$ cat config.mk
export PLATFORM = sky130hd
export DESIGN_NAME = sic_status_indicator
export DESIGN_NICKNAME = d
export VERILOG_FILES = /design/src/design/sic_pkg.sv /design/src/design/sic_timer.sv /design/src/design/sic_led_channel.sv /design/src/design/sic_status_indicator.sv
export SDC_FILE = /design/constraint.sdc
export NUM_CORES = 1
export LEC_CHECK = 0
export ABC_AREA = 1
export BUFFER_PORTS_ARGS = -buffer_cell sky130_fd_sc_hd__buf_2
export CAP_MARGIN = 10
export CORE_MARGIN = 8
export CORE_UTILIZATION = 60
export CTS_CLUSTER_SIZE = 24
export DETAILED_ROUTE_END_ITERATION = 12
export MAX_ROUTING_LAYER = met4
export PLACE_DENSITY = 0.89
export SYNTH_ARGS = -nofsm -noshare
export SYNTH_HDL_FRONTEND = slang
export SYNTH_SLANG_ARGS = --single-unit
export TNS_END_PERCENT = 30
$ cat constraint.sdc
create_clock -name sys_clk -period 3 [get_ports sys_clk]
set_input_delay 0.9 -clock sys_clk [delete_from_list [all_inputs] [get_ports sys_clk]]
set_output_delay 0.9 -clock sys_clk [all_outputs]
set_load 0.02 [all_outputs]
$ cat src/design/sic_pkg.sv
// Purpose: shared constants and types for the status indicator control
// Assumes: 25 MHz system clock
// Notes:   counts are derived from times in their own units
`default_nettype none
package sic_pkg;
	localparam int unsigned CLK_HZ        = 25_000_000;
	localparam int unsigned BLINK_HZ      = 2;
	localparam int unsigned BLINK_HALF    = CLK_HZ / (BLINK_HZ * 2);
	localparam int unsigned AUTOMATIC_ERROR_RESET_S   = 10;
	localparam int unsigned AUTOMATIC_ERROR_RESET_CYC = AUTOMATIC_ERROR_RESET_S * CLK_HZ;
	localparam int unsigned FREE_S        = 5;
	localparam int unsigned FREE_CYC      = FREE_S * CLK_HZ;
	localparam int unsigned DWELL_MS      = 1500;
	localparam int unsigned DWELL_CYC     = (DWELL_MS * (CLK_HZ / 1000));
	localparam int unsigned CHARS         = 24;

	// screen codes presented to the character generator
	typedef enum logic [3:0] {
		SCR_TYPE      = 4'h0,
		SCR_VERSION   = 4'h1,
		SCR_SERIAL    = 4'h2,
		SCR_NAME      = 4'h3,
		SCR_ADDRESS   = 4'h4,
		SCR_WIRELESS  = 4'h5,
		SCR_NEEDED    = 4'h6,
		SCR_DATE      = 4'h7,
		SCR_SIGNATURE = 4'h8,
		SCR_LEVEL     = 4'h9,
		SCR_FIELD     = 4'hA,
		SCR_WAIT      = 4'hB,
		SCR_TRANSFER  = 4'hC,
		SCR_PING      = 4'hD,
		SCR_MESSAGE   = 4'hE,
		SCR_ERROR     = 4'hF
	} sic_screen_t;

	// error class letter codes
	typedef enum logic [2:0] {
		ERR_INTERNAL = 3'h0,
		ERR_EXTERNAL = 3'h1,
		ERR_USAGE    = 3'h2,
		ERR_INFO     = 3'h3,
		ERR_PARAM    = 3'h4
	} sic_err_class_t;

	localparam logic [7:0] ASCII_F = 8'h46;
	localparam logic [7:0] ASCII_E = 8'h45;
	localparam logic [7:0] ASCII_U = 8'h55;
	localparam logic [7:0] ASCII_I = 8'h49;
	localparam logic [7:0] ASCII_P = 8'h50;
	localparam logic [7:0] ASCII_H = 8'h48;
	localparam logic [7:0] ASCII_V = 8'h56;
	localparam logic [7:0] ASCII_A = 8'h41;
	localparam logic [7:0] ASCII_B = 8'h42;
	localparam logic [7:0] ASCII_D = 8'h44;
endpackage
`default_nettype wire

$ cat src/design/sic_timer.sv
// Purpose: down-counting timer with a one-cycle done pulse
// Assumes: start restarts the count; run low stops it
// Notes:   used for dwell, auto reset and free-field timeouts
`timescale 1ns/1ps
`default_nettype none
module sic_timer #(
	parameter int unsigned COUNT = 25,
	parameter int unsigned W     = 32
) (
	input  wire logic sys_clk,
	input  wire logic reset_n,
	input  wire logic start,
	input  wire logic run,
	output var  logic done
);
	logic [W-1:0] cnt_q;
	logic         active_q;

	always_ff @(posedge sys_clk or negedge reset_n)
	begin
		if (!reset_n)
		begin
			cnt_q    <= '0;
			active_q <= 1'b0;
			done     <= 1'b0;
		end
		else
		begin
			done <= 1'b0;
			if (start)
			begin
				cnt_q    <= W'(COUNT - 1);
				active_q <= 1'b1;
			end
			else if (!run)
				active_q <= 1'b0;
			else if (active_q)
			begin
				if (cnt_q == '0)
				begin
					active_q <= 1'b0;
					done     <= 1'b1;
				end
				else
					cnt_q <= cnt_q - 1'b1;
			end
		end
	end
endmodule // sic_timer
`default_nettype wire

$ cat src/design/sic_led_channel.sv
// Purpose: three LEDs of one protective function
// Assumes: blink is the shared half-period square wave
// Notes:   LEDs are zero while reset (device unlit)
`timescale 1ns/1ps
`default_nettype none
module sic_led_channel (
	input  wire logic sys_clk,
	input  wire logic reset_n,
	input  wire logic blink,
	input  wire logic outputsOn,
	input  wire logic errorActive,
	input  wire logic interlockActive,
	input  wire logic interlockBlocked,
	input  wire logic fieldOccupied,
	input  wire logic linkedEnabled,
	input  wire logic warnInterrupted,
	output var  logic ledRed,
	output var  logic ledGreen,
	output var  logic ledYellow,
	output var  logic ledBlue
);
	always_ff @(posedge sys_clk or negedge reset_n)
	begin
		if (!reset_n)
		begin
			ledRed    <= 1'b0;
			ledGreen  <= 1'b0;
		end
		else if (errorActive)
		begin
			ledRed    <= blink;
			ledGreen  <= 1'b0;
		end
		else
		begin
			ledRed    <= !outputsOn;
			ledGreen  <= outputsOn;
		end
	end

	always_ff @(posedge sys_clk or negedge reset_n)
	begin
		if (!reset_n)
			ledYellow <= 1'b0;
		else if (fieldOccupied)
			ledYellow <= blink;
		else
			ledYellow <= interlockActive && interlockBlocked && linkedEnabled;
	end

	always_ff @(posedge sys_clk or negedge reset_n)
	begin
		if (!reset_n)
			ledBlue <= 1'b0;
		else
			ledBlue <= warnInterrupted;
	end
endmodule // sic_led_channel
`default_nettype wire

$ cat src/design/sic_status_indicator.sv
// Purpose: LED and character display control of a safety scanner
// Assumes: status inputs come from logic on sys_clk, pins pass 3 flops
// Notes:   text rendering of a screen is left to a character generator
//
// How it works
// - six LEDs, three per protective function
// - red/green: off, red, blink red, green
// - yellow dark when interlock off or enabled, field free
// - yellow steady when blocked, ready, field free
// - blue shows warning field interrupted
// - normal display shows active field pair
// - unconfigured boot cycles screens, then level
// - configured boot cycles screens, then field pair
// - setup wait, then setup transfer message
// - level screen shows signed H and V
// - ping shows message then device name
// - messages prefixed by function or device
// - error shows class letter then number
// - non-locking error auto resets after 10 s
// - locking error stays until power cycle
// - field free 5 s restores normal display after ping or message
// - display may be blanked or rotated
`timescale 1ns/1ps
`default_nettype none
module sic_status_indicator #(
	parameter int unsigned AUTOMATIC_ERROR_RESET_CYC = sic_pkg::AUTOMATIC_ERROR_RESET_CYC,
	parameter int unsigned FREE_CYC      = sic_pkg::FREE_CYC,
	parameter int unsigned DWELL_CYC     = sic_pkg::DWELL_CYC,
	parameter int unsigned BLINK_HALF    = sic_pkg::BLINK_HALF
) (
	input  wire logic                      sys_clk,
	input  wire logic                      reset_n,
	input  wire logic [1:0]                outputsOn,
	input  wire logic [1:0]                interlockActive,
	input  wire logic [1:0]                interlockBlocked,
	input  wire logic [1:0]                linkedEnabled,
	input  wire logic [1:0]                fieldOccupied,
	input  wire logic [1:0]                warnInterrupted,
	input  wire logic                      startPhase,
	input  wire logic                      configPresent,
	input  wire logic                      setupWait,
	input  wire logic                      setupTransfer,
	input  wire logic                      levelRequest,
	input  wire logic                      pingPulse,
	input  wire logic                      messagePulse,
	input  wire logic                      messageFromDevice,
	input  wire logic                      messageFunctionB,
	input  wire logic                      errorPulse,
	input  wire logic                      errorLocking,
	input  wire logic [2:0]                errorClass,
	input  wire logic [11:0]               errorNumber,
	input  wire logic                      activeFunctionB,
	input  wire logic [6:0]                activePair,
	input  wire logic [3:0]                activeSubIndex,
	input  wire logic signed [7:0]         tiltH,
	input  wire logic signed [7:0]         tiltV,
	input  wire logic                      displayOffCfg,
	input  wire logic                      displayRotateCfg,
	output var  logic [5:0]                ledOn,
	output var  logic [1:0]                ledGreen,
	output var  logic [3:0]                screen,
	output var  logic                      pingNameStep,
	output var  logic [7:0]                prefixChar,
	output var  logic [7:0]                classChar,
	output var  logic [11:0]               codeNumber,
	output var  logic [7:0]                tagH,
	output var  logic [7:0]                tagV,
	output var  logic signed [7:0]         levelH,
	output var  logic signed [7:0]         levelV,
	output var  logic [7:0]                pairLetter,
	output var  logic [6:0]                pairNumber,
	output var  logic [3:0]                pairSubIndex,
	output var  logic                      displayEnable,
	output var  logic                      displayRotate,
	output var  logic                      automaticErrorReset,
	output var  logic                      errorLatched,
	output var  logic                      lockedError
);
	////////////////////////////////////////////////////////////////////
	// class letter lookup, used by the error screen only
	function automatic logic [7:0] classLetter(input logic [2:0] cls);
		unique case (cls)
			sic_pkg::ERR_INTERNAL: classLetter = sic_pkg::ASCII_F;
			sic_pkg::ERR_EXTERNAL: classLetter = sic_pkg::ASCII_E;
			sic_pkg::ERR_USAGE:    classLetter = sic_pkg::ASCII_U;
			sic_pkg::ERR_INFO:     classLetter = sic_pkg::ASCII_I;
			default:               classLetter = sic_pkg::ASCII_P;
		endcase
	endfunction

	////////////////////////////////////////////////////////////////////
	// blink prescaler
	logic [23:0] blinkCnt_q;
	logic        blink_q;

	always_ff @(posedge sys_clk or negedge reset_n)
	begin
		if (!reset_n)
		begin
			blinkCnt_q <= '0;
			blink_q    <= 1'b0;
		end
		else if (blinkCnt_q == 24'(BLINK_HALF - 1))
		begin
			blinkCnt_q <= '0;
			blink_q    <= !blink_q;
		end
		else
			blinkCnt_q <= blinkCnt_q + 24'h000001;
	end

	////////////////////////////////////////////////////////////////////
	// error state: locking errors hold until reset (power cycle)
	logic errorOn_q;
	logic locked_q;
	logic autoDone;
	logic freeDone;
	logic msgOn_q;
	logic pingOn_q;

	always_ff @(posedge sys_clk or negedge reset_n)
	begin
		if (!reset_n)
		begin
			errorOn_q  <= 1'b0;
			locked_q   <= 1'b0;
			classChar  <= 8'h00;
			codeNumber <= 12'h000;
		end
		else if (errorPulse && !locked_q)
		begin
			errorOn_q  <= 1'b1;
			locked_q   <= errorLocking;
			classChar  <= classLetter(errorClass);
			codeNumber <= errorNumber;
		end
		else if (autoDone && !locked_q)
			errorOn_q <= 1'b0;
	end

	// new non-locking error restarts the wait; locking errors never time out
	sic_timer #(.COUNT(AUTOMATIC_ERROR_RESET_CYC), .W(32)) uAuto (
		.sys_clk (sys_clk),
		.reset_n (reset_n),
		.start   (errorPulse && !errorLocking && !locked_q),
		.run     (errorOn_q && !locked_q),
		.done    (autoDone)
	);

	// auto reset pulse only; suppressed when a new error arrives in the same cycle
	always_ff @(posedge sys_clk or negedge reset_n)
	begin
		if (!reset_n)
			automaticErrorReset <= 1'b0;
		else
			automaticErrorReset <= autoDone && !locked_q && !errorPulse;
	end

	always_ff @(posedge sys_clk or negedge reset_n)
	begin
		if (!reset_n)
		begin
			errorLatched <= 1'b0;
			lockedError  <= 1'b0;
		end
		else
		begin
			errorLatched <= errorOn_q;
			lockedError  <= locked_q;
		end
	end

	////////////////////////////////////////////////////////////////////
	// LEDs: bit 0..2 function A (1..3), bit 5..3 function B (6..4)
	logic [1:0] chRed;
	logic [1:0] chGreen;
	logic [1:0] chYellow;
	logic [1:0] chBlue;

	genvar g;
	generate
		for (g = 0; g < 2; g++)
		begin : gCh
			sic_led_channel uCh (
				.sys_clk          (sys_clk),
				.reset_n          (reset_n),
				.blink            (blink_q),
				.outputsOn        (outputsOn[g]),
				.errorActive      (errorOn_q),
				.interlockActive  (interlockActive[g]),
				.interlockBlocked (interlockBlocked[g]),
				.fieldOccupied    (fieldOccupied[g]),
				.linkedEnabled    (linkedEnabled[g]),
				.warnInterrupted  (warnInterrupted[g]),
				.ledRed           (chRed[g]),
				.ledGreen         (chGreen[g]),
				.ledYellow        (chYellow[g]),
				.ledBlue          (chBlue[g])
			);
		end
	endgenerate

	always_ff @(posedge sys_clk or negedge reset_n)
	begin
		if (!reset_n)
		begin
			ledOn    <= 6'h00;
			ledGreen <= 2'h0;
		end
		else
		begin
			ledOn    <= {chRed[1] | chGreen[1], chYellow[1], chBlue[1],
				chBlue[0], chYellow[0], chRed[0] | chGreen[0]};
			ledGreen <= chGreen;
		end
	end

	////////////////////////////////////////////////////////////////////
	// boot sequence
	logic [3:0] bootIdx_q;
	logic       dwellDone;
	logic       bootDone_q;

	// one count short: the advance lands a cycle after done
	sic_timer #(.COUNT(DWELL_CYC - 1), .W(32)) uDwell (
		.sys_clk (sys_clk),
		.reset_n (reset_n),
		.start   (startPhase && (dwellDone || bootIdx_q == 4'hF)),
		.run     (startPhase),
		.done    (dwellDone)
	);

	always_ff @(posedge sys_clk or negedge reset_n)
	begin
		if (!reset_n)
		begin
			bootIdx_q  <= 4'hF;
			bootDone_q <= 1'b0;
		end
		else if (!startPhase)
		begin
			bootDone_q <= bootIdx_q != 4'hF || bootDone_q;
			bootIdx_q  <= 4'h0;
		end
		else if (bootIdx_q == 4'hF)
			bootIdx_q <= 4'h0;
		else if (dwellDone)
		begin
			if ((configPresent && bootIdx_q == 4'h8) || (!configPresent && bootIdx_q == 4'h6))
				bootIdx_q <= 4'h0;
			else
				bootIdx_q <= bootIdx_q + 4'h1;
		end
	end

	function automatic logic [3:0] bootScreen(input logic [3:0] idx, input logic cfg);
		if (idx < 4'h6)
			bootScreen = idx;
		else if (!cfg)
			bootScreen = sic_pkg::SCR_NEEDED;
		else if (idx == 4'h6)
			bootScreen = sic_pkg::SCR_DATE;
		else if (idx == 4'h7)
			bootScreen = sic_pkg::SCR_SIGNATURE;
		else
			bootScreen = sic_pkg::SCR_LEVEL;
	endfunction

	////////////////////////////////////////////////////////////////////
	// transient screens and the free-field return
	logic allFree;
	assign allFree = fieldOccupied == 2'b00;

	sic_timer #(.COUNT(FREE_CYC), .W(32)) uFree (
		.sys_clk (sys_clk),
		.reset_n (reset_n),
		.start   (messagePulse || pingPulse || errorPulse || (fieldOccupied != 2'b00)),
		.run     (allFree),
		.done    (freeDone)
	);

	always_ff @(posedge sys_clk or negedge reset_n)
	begin
		if (!reset_n)
		begin
			msgOn_q      <= 1'b0;
			pingOn_q     <= 1'b0;
			pingNameStep <= 1'b0;
			prefixChar   <= 8'h00;
		end
		else
		begin
			if (messagePulse)
			begin
				msgOn_q    <= 1'b1;
				prefixChar <= messageFromDevice ? sic_pkg::ASCII_D :
					(messageFunctionB ? sic_pkg::ASCII_B : sic_pkg::ASCII_A);
			end
			else if (freeDone || pingPulse)
				msgOn_q <= 1'b0;
			if (pingPulse)
			begin
				pingOn_q     <= 1'b1;
				pingNameStep <= 1'b0;
			end
			else
			begin
				if (pingOn_q && blinkCnt_q == 24'h000000 && !blink_q)
					pingNameStep <= 1'b1;
				// newest screen wins; a lone timeout must never be lost
				if (freeDone || messagePulse)
					pingOn_q <= 1'b0;
			end
		end
	end

	////////////////////////////////////////////////////////////////////
	// screen selection, priority highest first
	logic [3:0] screenD;

	always_comb
	begin
		if (setupTransfer)
			screenD = sic_pkg::SCR_TRANSFER;
		else if (setupWait)
			screenD = sic_pkg::SCR_WAIT;
		else if (errorOn_q && (locked_q || !freeDone))
			screenD = sic_pkg::SCR_ERROR;
		else if (startPhase)
			screenD = bootScreen(bootIdx_q, configPresent);
		else if (pingOn_q)
			screenD = sic_pkg::SCR_PING;
		else if (msgOn_q)
			screenD = sic_pkg::SCR_MESSAGE;
		else if (levelRequest || (bootDone_q && !configPresent))
			screenD = sic_pkg::SCR_LEVEL;
		else
			screenD = sic_pkg::SCR_FIELD;
	end

	always_ff @(posedge sys_clk or negedge reset_n)
	begin
		if (!reset_n)
		begin
			screen        <= sic_pkg::SCR_TYPE;
			displayEnable <= 1'b0;
			displayRotate <= 1'b0;
		end
		else
		begin
			screen        <= screenD;
			displayEnable <= !(displayOffCfg && screenD == sic_pkg::SCR_FIELD);
			displayRotate <= displayRotateCfg && screenD == sic_pkg::SCR_FIELD;
		end
	end

	always_ff @(posedge sys_clk or negedge reset_n)
	begin
		if (!reset_n)
		begin
			tagH         <= 8'h00;
			tagV         <= 8'h00;
			levelH       <= 8'sh00;
			levelV       <= 8'sh00;
			pairLetter   <= 8'h00;
			pairNumber   <= 7'h00;
			pairSubIndex <= 4'h0;
		end
		else
		begin
			tagH         <= sic_pkg::ASCII_H;
			tagV         <= sic_pkg::ASCII_V;
			levelH       <= tiltH;
			levelV       <= tiltV;
			pairLetter   <= activeFunctionB ? sic_pkg::ASCII_B : sic_pkg::ASCII_A;
			pairNumber   <= activePair;
			pairSubIndex <= activeSubIndex;
		end
	end
endmodule // sic_status_indicator
`default_nettype wire

==> flow_metrics.env, run 1 <==
export IMPL_timing_final_crit_share_pct=78.2
export IMPL_fin_skew_ps=6.60
export IMPL_synth_area_um2=11600
export IMPL_worst_hold_path_type="input pin to asynchronous set/reset pin"
export IMPL_n_antenna_cell=0
export IMPL_grt_pass1_vias=10274
export IMPL_period_needed_ps=2350
export IMPL_final_hold_violation_count=0
export IMPL_outcome="finished clean"
export IMPL_die_height_um=155
export IMPL_crit_path_top_delay_cell="o21ai_4"
export IMPL_row_count=50
export IMPL_synth_cell_types=38
export IMPL_power_leakage_nw=6.71
export IMPL_fin_cells=1996
export IMPL_antenna_left=0
export IMPL_clkLatencyLatePin_ps=510
export IMPL_pin_count=167
export IMPL_drv_cap=0
export IMPL_synth_compound_area_share_pct=4.97
export IMPL_cpPeakStageDelay_ps=640
export IMPL_fin_nets=1802
export IMPL_arrival_ps=2790
export IMPL_antenna_found_initial=0
export IMPL_slew_viol_final=0
export IMPL_first_pass_iters=6
export IMPL_dpl_worst_slack_ps=471
export IMPL_gp_congestion=0.981
export IMPL_grt_max_degree=73
export IMPL_dp_hpwl_um=22200
export IMPL_cts_max_level=1
export IMPL_crit_fanout=28
export IMPL_yosys_warnings=0
export IMPL_clk_pin_slew_worst_paths_ps=60
export IMPL_crit_type="flip-flop to flip-flop"
export IMPL_max_slew_margin_rel_pct=38.8
export IMPL_ys_seq_area_share_pct=46.4
export IMPL_cts_setup_buffers=0
export IMPL_cp_start_kind="flip-flop"
export IMPL_cts_tree="done"
export IMPL_drt_iter0_drc=933
export IMPL_rsz0062_at_grt="false"
export IMPL_nFillCells=1524
export IMPL_cts_sinks=214
export IMPL_cts_buffer_depth=3
export IMPL_grt_pass1_wl_um=49700
export IMPL_setup_slack_ps=655
export IMPL_peakVddDrop_mv=0.426
export IMPL_drt_wl_total_um=30300
export IMPL_worst_pin_slew_ps=909
export IMPL_drive_gt1_share_pct=13.7
export IMPL_numPortBuffers=145
export IMPL_synth_xor_area_share_pct=2.65
export IMPL_synth_simple_gate_area_share_pct=36.3
export IMPL_wire_per_inst_um=15.2
export IMPL_reg2reg_slack_ps=650
export IMPL_core_area_um2=18800
export IMPL_endpoint_kind="flip-flop"
export IMPL_tns_ps=0
export IMPL_die_area_um2=24000
export IMPL_syn_avg_cell_area_um2=7.34
export IMPL_final_cell_mix="nand2_1, nor2_1, dfrtp_1"
export IMPL_grt_usage_pct=25.7
export IMPL_timing_critical_path_mode_cell="nand2_1"
export IMPL_final_common_cell="nand2_1"
export IMPL_max_freq_mhz=426
export IMPL_cts_hold_buf=0
export IMPL_cts_buffers=23
export IMPL_power_density_nw_per_um2=456
export IMPL_overflow=0
export IMPL_synth_fa_ha_area_share_pct=1.19
export IMPL_worstPathRequired_ps=3440
export IMPL_cts_root_buf="clkbuf_16"
export IMPL_dieWidth_um=155
export IMPL_muxShareOfSynthArea_pct=0
export IMPL_vias=10627
export IMPL_synthCells=1575
export IMPL_path_cells="ha_1, nand2_1, nor2_2, o21ai_4, inv_2, nor2_8, nand2_1, nand2_1"
export IMPL_synthToLayoutAreaGrowth_pct=13.7
export IMPL_finalSetupViolations=0
export IMPL_dp_cells=1956
export IMPL_synth_top_family_by_area="simple AND/OR/NAND/NOR gates"
export IMPL_hold_slack_ps=346
export IMPL_synth_seq_cells=214
export IMPL_start_util_pct=61.4
export IMPL_drc=0
export IMPL_drt_vias_per_instance=5.32
export IMPL_ctsResizeCount=0
-- state kept, by name, indices dropped and copies added (netlist names), 4 cells and up --
name,count
pairNumber,7
uAuto.cnt_q,32
codeNumber,12
pairSubIndex,4
ledOn,6
levelV,8
uFree.cnt_q,32
levelH,8
classChar,6
screen,4
blinkCnt_q,24
bootIdx_q,4
uDwell.cnt_q,32
prefixChar,4
-- final timing paths --
kind                                            from              endpoint  depth (start not counted)
min in group sys_clk            gCh[1].uCh.ledYellow              ledOn[4]                          0
worst max register to register          bootIdx_q[0]      uDwell.cnt_q[31]                          8
max in group asynchronous                    reset_n         pairNumber[6]                          2
worst max-delay path                    bootIdx_q[0]      uDwell.cnt_q[31]                          8
worst min register to register  gCh[1].uCh.ledYellow              ledOn[4]                          0
worst min-delay path                         reset_n  gCh[0].uCh.ledYellow                          1
-- metal layers --
metal  GRT usage, %  up-vias  share of wire, %
li1               -     5215                 -
met1           33.3     4973                43
met2           42.4      401                48
met3           3.29       38               6.7
met4           6.02        0               2.0
met5              -        -                 0
-- kinds of logic (layout without fill, tap and decap cells) --
kind of cell               count (synthesis)  in the layout
adders and majority gates                 11             11
other                                      2             22
DFF                                      214            214
and+or+nand+nor                          996            996
AOI/OAI and AO/OA                        104            104
xor gates and xnor gates                  35             35
buffers and inverters                    213            354
-- synthesized netlist by cell type --
cell	number	area share, %
xnor2_1	13	0.98
nand3_1	120	5.2
nor3_1	20	0.87
dfrtp_1	210	45
nor4_1	4	0.22
nor2_4	6	0.58
buf_4	29	1.9
a21o_1	2	0.13
nor2_1	262	8.5
nor3_2	1	0.087
nand3b_1	3	0.19
nand2_2	6	0.32
nand2_4	1	0.097
and3_1	2	0.11
dfstp_2	4	0.91
a21oi_1	8	0.35
o21ai_2	2	0.15
nand4_1	49	2.7
conb_1	2	0.065
inv_1	152	4.9
xor2_1	22	1.7
o31ai_1	3	0.19
o21ai_4	1	0.14
clkinv_2	1	0.043
a22o_1	3	0.23
nor2_8	2	0.35
nor2_2	6	0.32
o21ai_0	49	2.1
clkbuf_1	6	0.19
ha_1	11	1.2
a31oi_1	1	0.054
buf_2	12	0.52
inv_2	6	0.19
o21ai_1	31	1.3
buf_6	7	0.68
nand2_1	508	16
or2_2	6	0.32
o21bai_1	4	0.26
-- power by group --
group	switching, mW	internal, mW
clock network	1.17	1.54
registers	0.0231	2.93
logic	0.225	0.0944
total	1.42	4.57
-- stage by stage --
step / area, um2 / power (mW) / util [%]
after floorplan: 11600 / 3.17 / -
after global routing: 13100 / 6.16 / 69.8
after CTS: 13100 / 6.04 / 69.8
final: 13100 / 5.99 / 69.8
after global placement: 12400 / 3.32 / 66.0
after detailed placement: 12400 / 3.33 / 66.0
-- cell type report --
type	instances	area (um2)	area share (%)
Inverter	159	598	4.55
Multi-Input combinational cell	1168	5300	40.3
Sequential cell	214	5360	40.8
Clock buffer	25	603	4.59
Clock inverter	15	119	0.905
Timing Repair Buffer	155	836	6.36
Tap cell	260	325	2.48
-- critical path: cells and delay by family (launching register included) --
| kind | cells | cell delay [ps] |
|---|---|---|
| AO/OA/AOI/OAI | 1 | 640 |
| adder cells (fa/ha/maj) | 1 | 200 |
| flip-flops | 1 | 380 |
| buffers and inverters | 1 | 280 |
| AND/OR/NAND/NOR | 5 | 760 |
Power figures use the tool's default switching activity.
==> run 2: changes to the inputs <==
--- a/config.mk
+++ b/config.mk
@@ -9,11 +9,11 @@
 export BUFFER_PORTS_ARGS = -buffer_cell sky130_fd_sc_hd__buf_2
 export CAP_MARGIN = 10
 export CORE_MARGIN = 8
-export CORE_UTILIZATION = 60
+export CORE_UTILIZATION = 58
 export CTS_CLUSTER_SIZE = 24
 export DETAILED_ROUTE_END_ITERATION = 12
 export MAX_ROUTING_LAYER = met4
-export PLACE_DENSITY = 0.89
+export PLACE_DENSITY = 0.87
 export SYNTH_ARGS = -nofsm -noshare
 export SYNTH_HDL_FRONTEND = slang
 export SYNTH_SLANG_ARGS = --single-unit
==> constraint.sdc (replaced) <==
create_clock -name sys_clk -period 2.4 [get_ports sys_clk]
set_input_delay 0.72 -clock sys_clk [delete_from_list [all_inputs] [get_ports sys_clk]]
set_output_delay 0.72 -clock sys_clk [all_outputs]
set_load 0.02 [all_outputs]
==> flow_metrics.env, run 2 (synthesis gave the netlist of run 1 again) <==
export IMPL_drt_iter0_drc=884
export IMPL_cts_buffers=23
export IMPL_drt_vias_per_instance=5.31
export IMPL_crit_path_top_delay_cell="o21ai_4"
export IMPL_n_antenna_cell=0
export IMPL_row_count=51
export IMPL_cp_start_kind="flip-flop"
export IMPL_max_slew_margin_rel_pct=60.0
export IMPL_power_density_nw_per_um2=588
export IMPL_cp_startpoint="bootIdx_q[0]"
export IMPL_grt_usage_pct=25.4
export IMPL_numPortBuffers=145
export IMPL_rr_startpoint="bootIdx_q[0]"
export IMPL_pin_count=167
export IMPL_final_cell_mix="nand2_1, nor2_1, dfrtp_1"
export IMPL_outcome="finished clean"
export IMPL_drive_gt1_share_pct=14.1
export IMPL_arrival_ps=2560
export IMPL_dp_cells=1972
export IMPL_cts_setup_buffers=0
export IMPL_dieWidth_um=157
export IMPL_timing_final_crit_share_pct=89.0
export IMPL_setup_slack_ps=263
export IMPL_fin_skew_ps=11.4
export IMPL_cts_hold_buf=0
export IMPL_first_pass_iters=5
export IMPL_tns_ps=0
export IMPL_endpoint_kind="flip-flop"
export IMPL_overflow=0
export IMPL_power_mw=7.83
export IMPL_cts_tree="done"
export IMPL_power_leakage_nw=6.80
export IMPL_drc=0
export IMPL_start_util_pct=59.2
export IMPL_crit_type="flip-flop to flip-flop"
export IMPL_rsz0062_at_grt="false"
export IMPL_antenna_left=0
export IMPL_core_area_um2=19500
export IMPL_grt_pass1_vias=10305
export IMPL_path_cells="ha_1, nand2_1, nor2_2, o21ai_4, inv_2, nor2_8, nand2_1, o21ai_1"
export IMPL_crit_fanout=28
export IMPL_vias=10692
export IMPL_cts_buffer_depth=3
export IMPL_dpl_worst_slack_ps=116
export IMPL_die_area_um2=24700
export IMPL_fin_nets=1813
export IMPL_clk_pin_slew_worst_paths_ps=60
export IMPL_antenna_found_initial=0
export IMPL_final_core_util_pct=68.2
export IMPL_worst_hold_path_type="input pin to asynchronous set/reset pin"
export IMPL_synthToLayoutAreaGrowth_pct=15.1
export IMPL_cp_top_family="simple AND/OR/NAND/NOR gates"
export IMPL_cts_root_buf="clkbuf_16"
export IMPL_path_buf_inv=1
export IMPL_wire_per_inst_um=15.0
export IMPL_placed_area_um2=12500
export IMPL_hold_slack_ps=148
export IMPL_grt_pass1_wl_um=49900
export IMPL_cts_sinks=214
export IMPL_worst_pin_slew_ps=595
export IMPL_final_hold_violation_count=0
export IMPL_slew_viol_final=0
export IMPL_drv_cap=0
export IMPL_finalSetupViolations=0
export IMPL_grt_max_degree=65
export IMPL_die_height_um=157
export IMPL_reg_top3="uAuto.cnt_q: 32 flops, uDwell.cnt_q: 32 flops, uFree.cnt_q: 32 flops"
export IMPL_dp_hpwl_um=22700
export IMPL_ctsResizeCount=0
export IMPL_max_freq_mhz=468
export IMPL_worstPathRequired_ps=2820
export IMPL_timing_critical_path_mode_cell="nand2_1"
export IMPL_peakVddDrop_mv=0.400
export IMPL_cpPeakStageDelay_ps=420
export IMPL_clkLatencyLatePin_ps=510
export IMPL_final_common_cell="nand2_1"
export IMPL_gp_congestion=0.982
export IMPL_fin_area_um2=13300
export IMPL_fin_cells=2014
export IMPL_period_needed_ps=2140
export IMPL_cts_max_level=1
export IMPL_drt_wl_total_um=30200
[run 2: cell types whose count changed in the layout (fill, tap and decap cells not counted), sizes merged]
cell,delta
clkinvlp,-2
clkbuf,+8
buf,+11
clkinv,-6
bufinv,+2
[run 2: power breakdown]
part           internal (mW)  leakage [nW]  switching [mW]
Sequential              3.67          2.60          0.0289
Clock                   2.28         0.394            1.45
Combinational          0.121          3.80           0.284
Total                   6.06          6.80            1.76
[run 2: path summary, 6_finish.rpt]
| kind | to | slack [ps] | depth (start not counted) |
|---|---|---|---|
| worst max-delay path | uDwell.cnt_q[11] | 260 | 8 |
| worst min-delay path | codeNumber[4] | 150 | 1 |
| worst max register to register | uDwell.cnt_q[11] | 260 | 8 |
| worst min register to register | ledOn[3] | 350 | 0 |
| max in group asynchronous | bootIdx_q[0] | 1540 | 2 |
| min in group sys_clk | pairSubIndex[2] | 310 | 1 |
[run 2: area by class of cell]
class	instances	area, um2
flip-flops and latches	214	5360
clock buffers	33	673
multi-input cells	1168	5300
repair buffers	166	918
clock inverters	9	130
inverters	159	598
fillers	1646	6210
well taps	265	332
[run 2: metal layers]
layer	vias up	routed length (um)	GRT usage [%]
met1	5031	13100	32.8
met4	0	518	6.17
met2	362	14600	42.0
met5	-	0	-
met3	46	1920	3.24
li1	5253	-	-
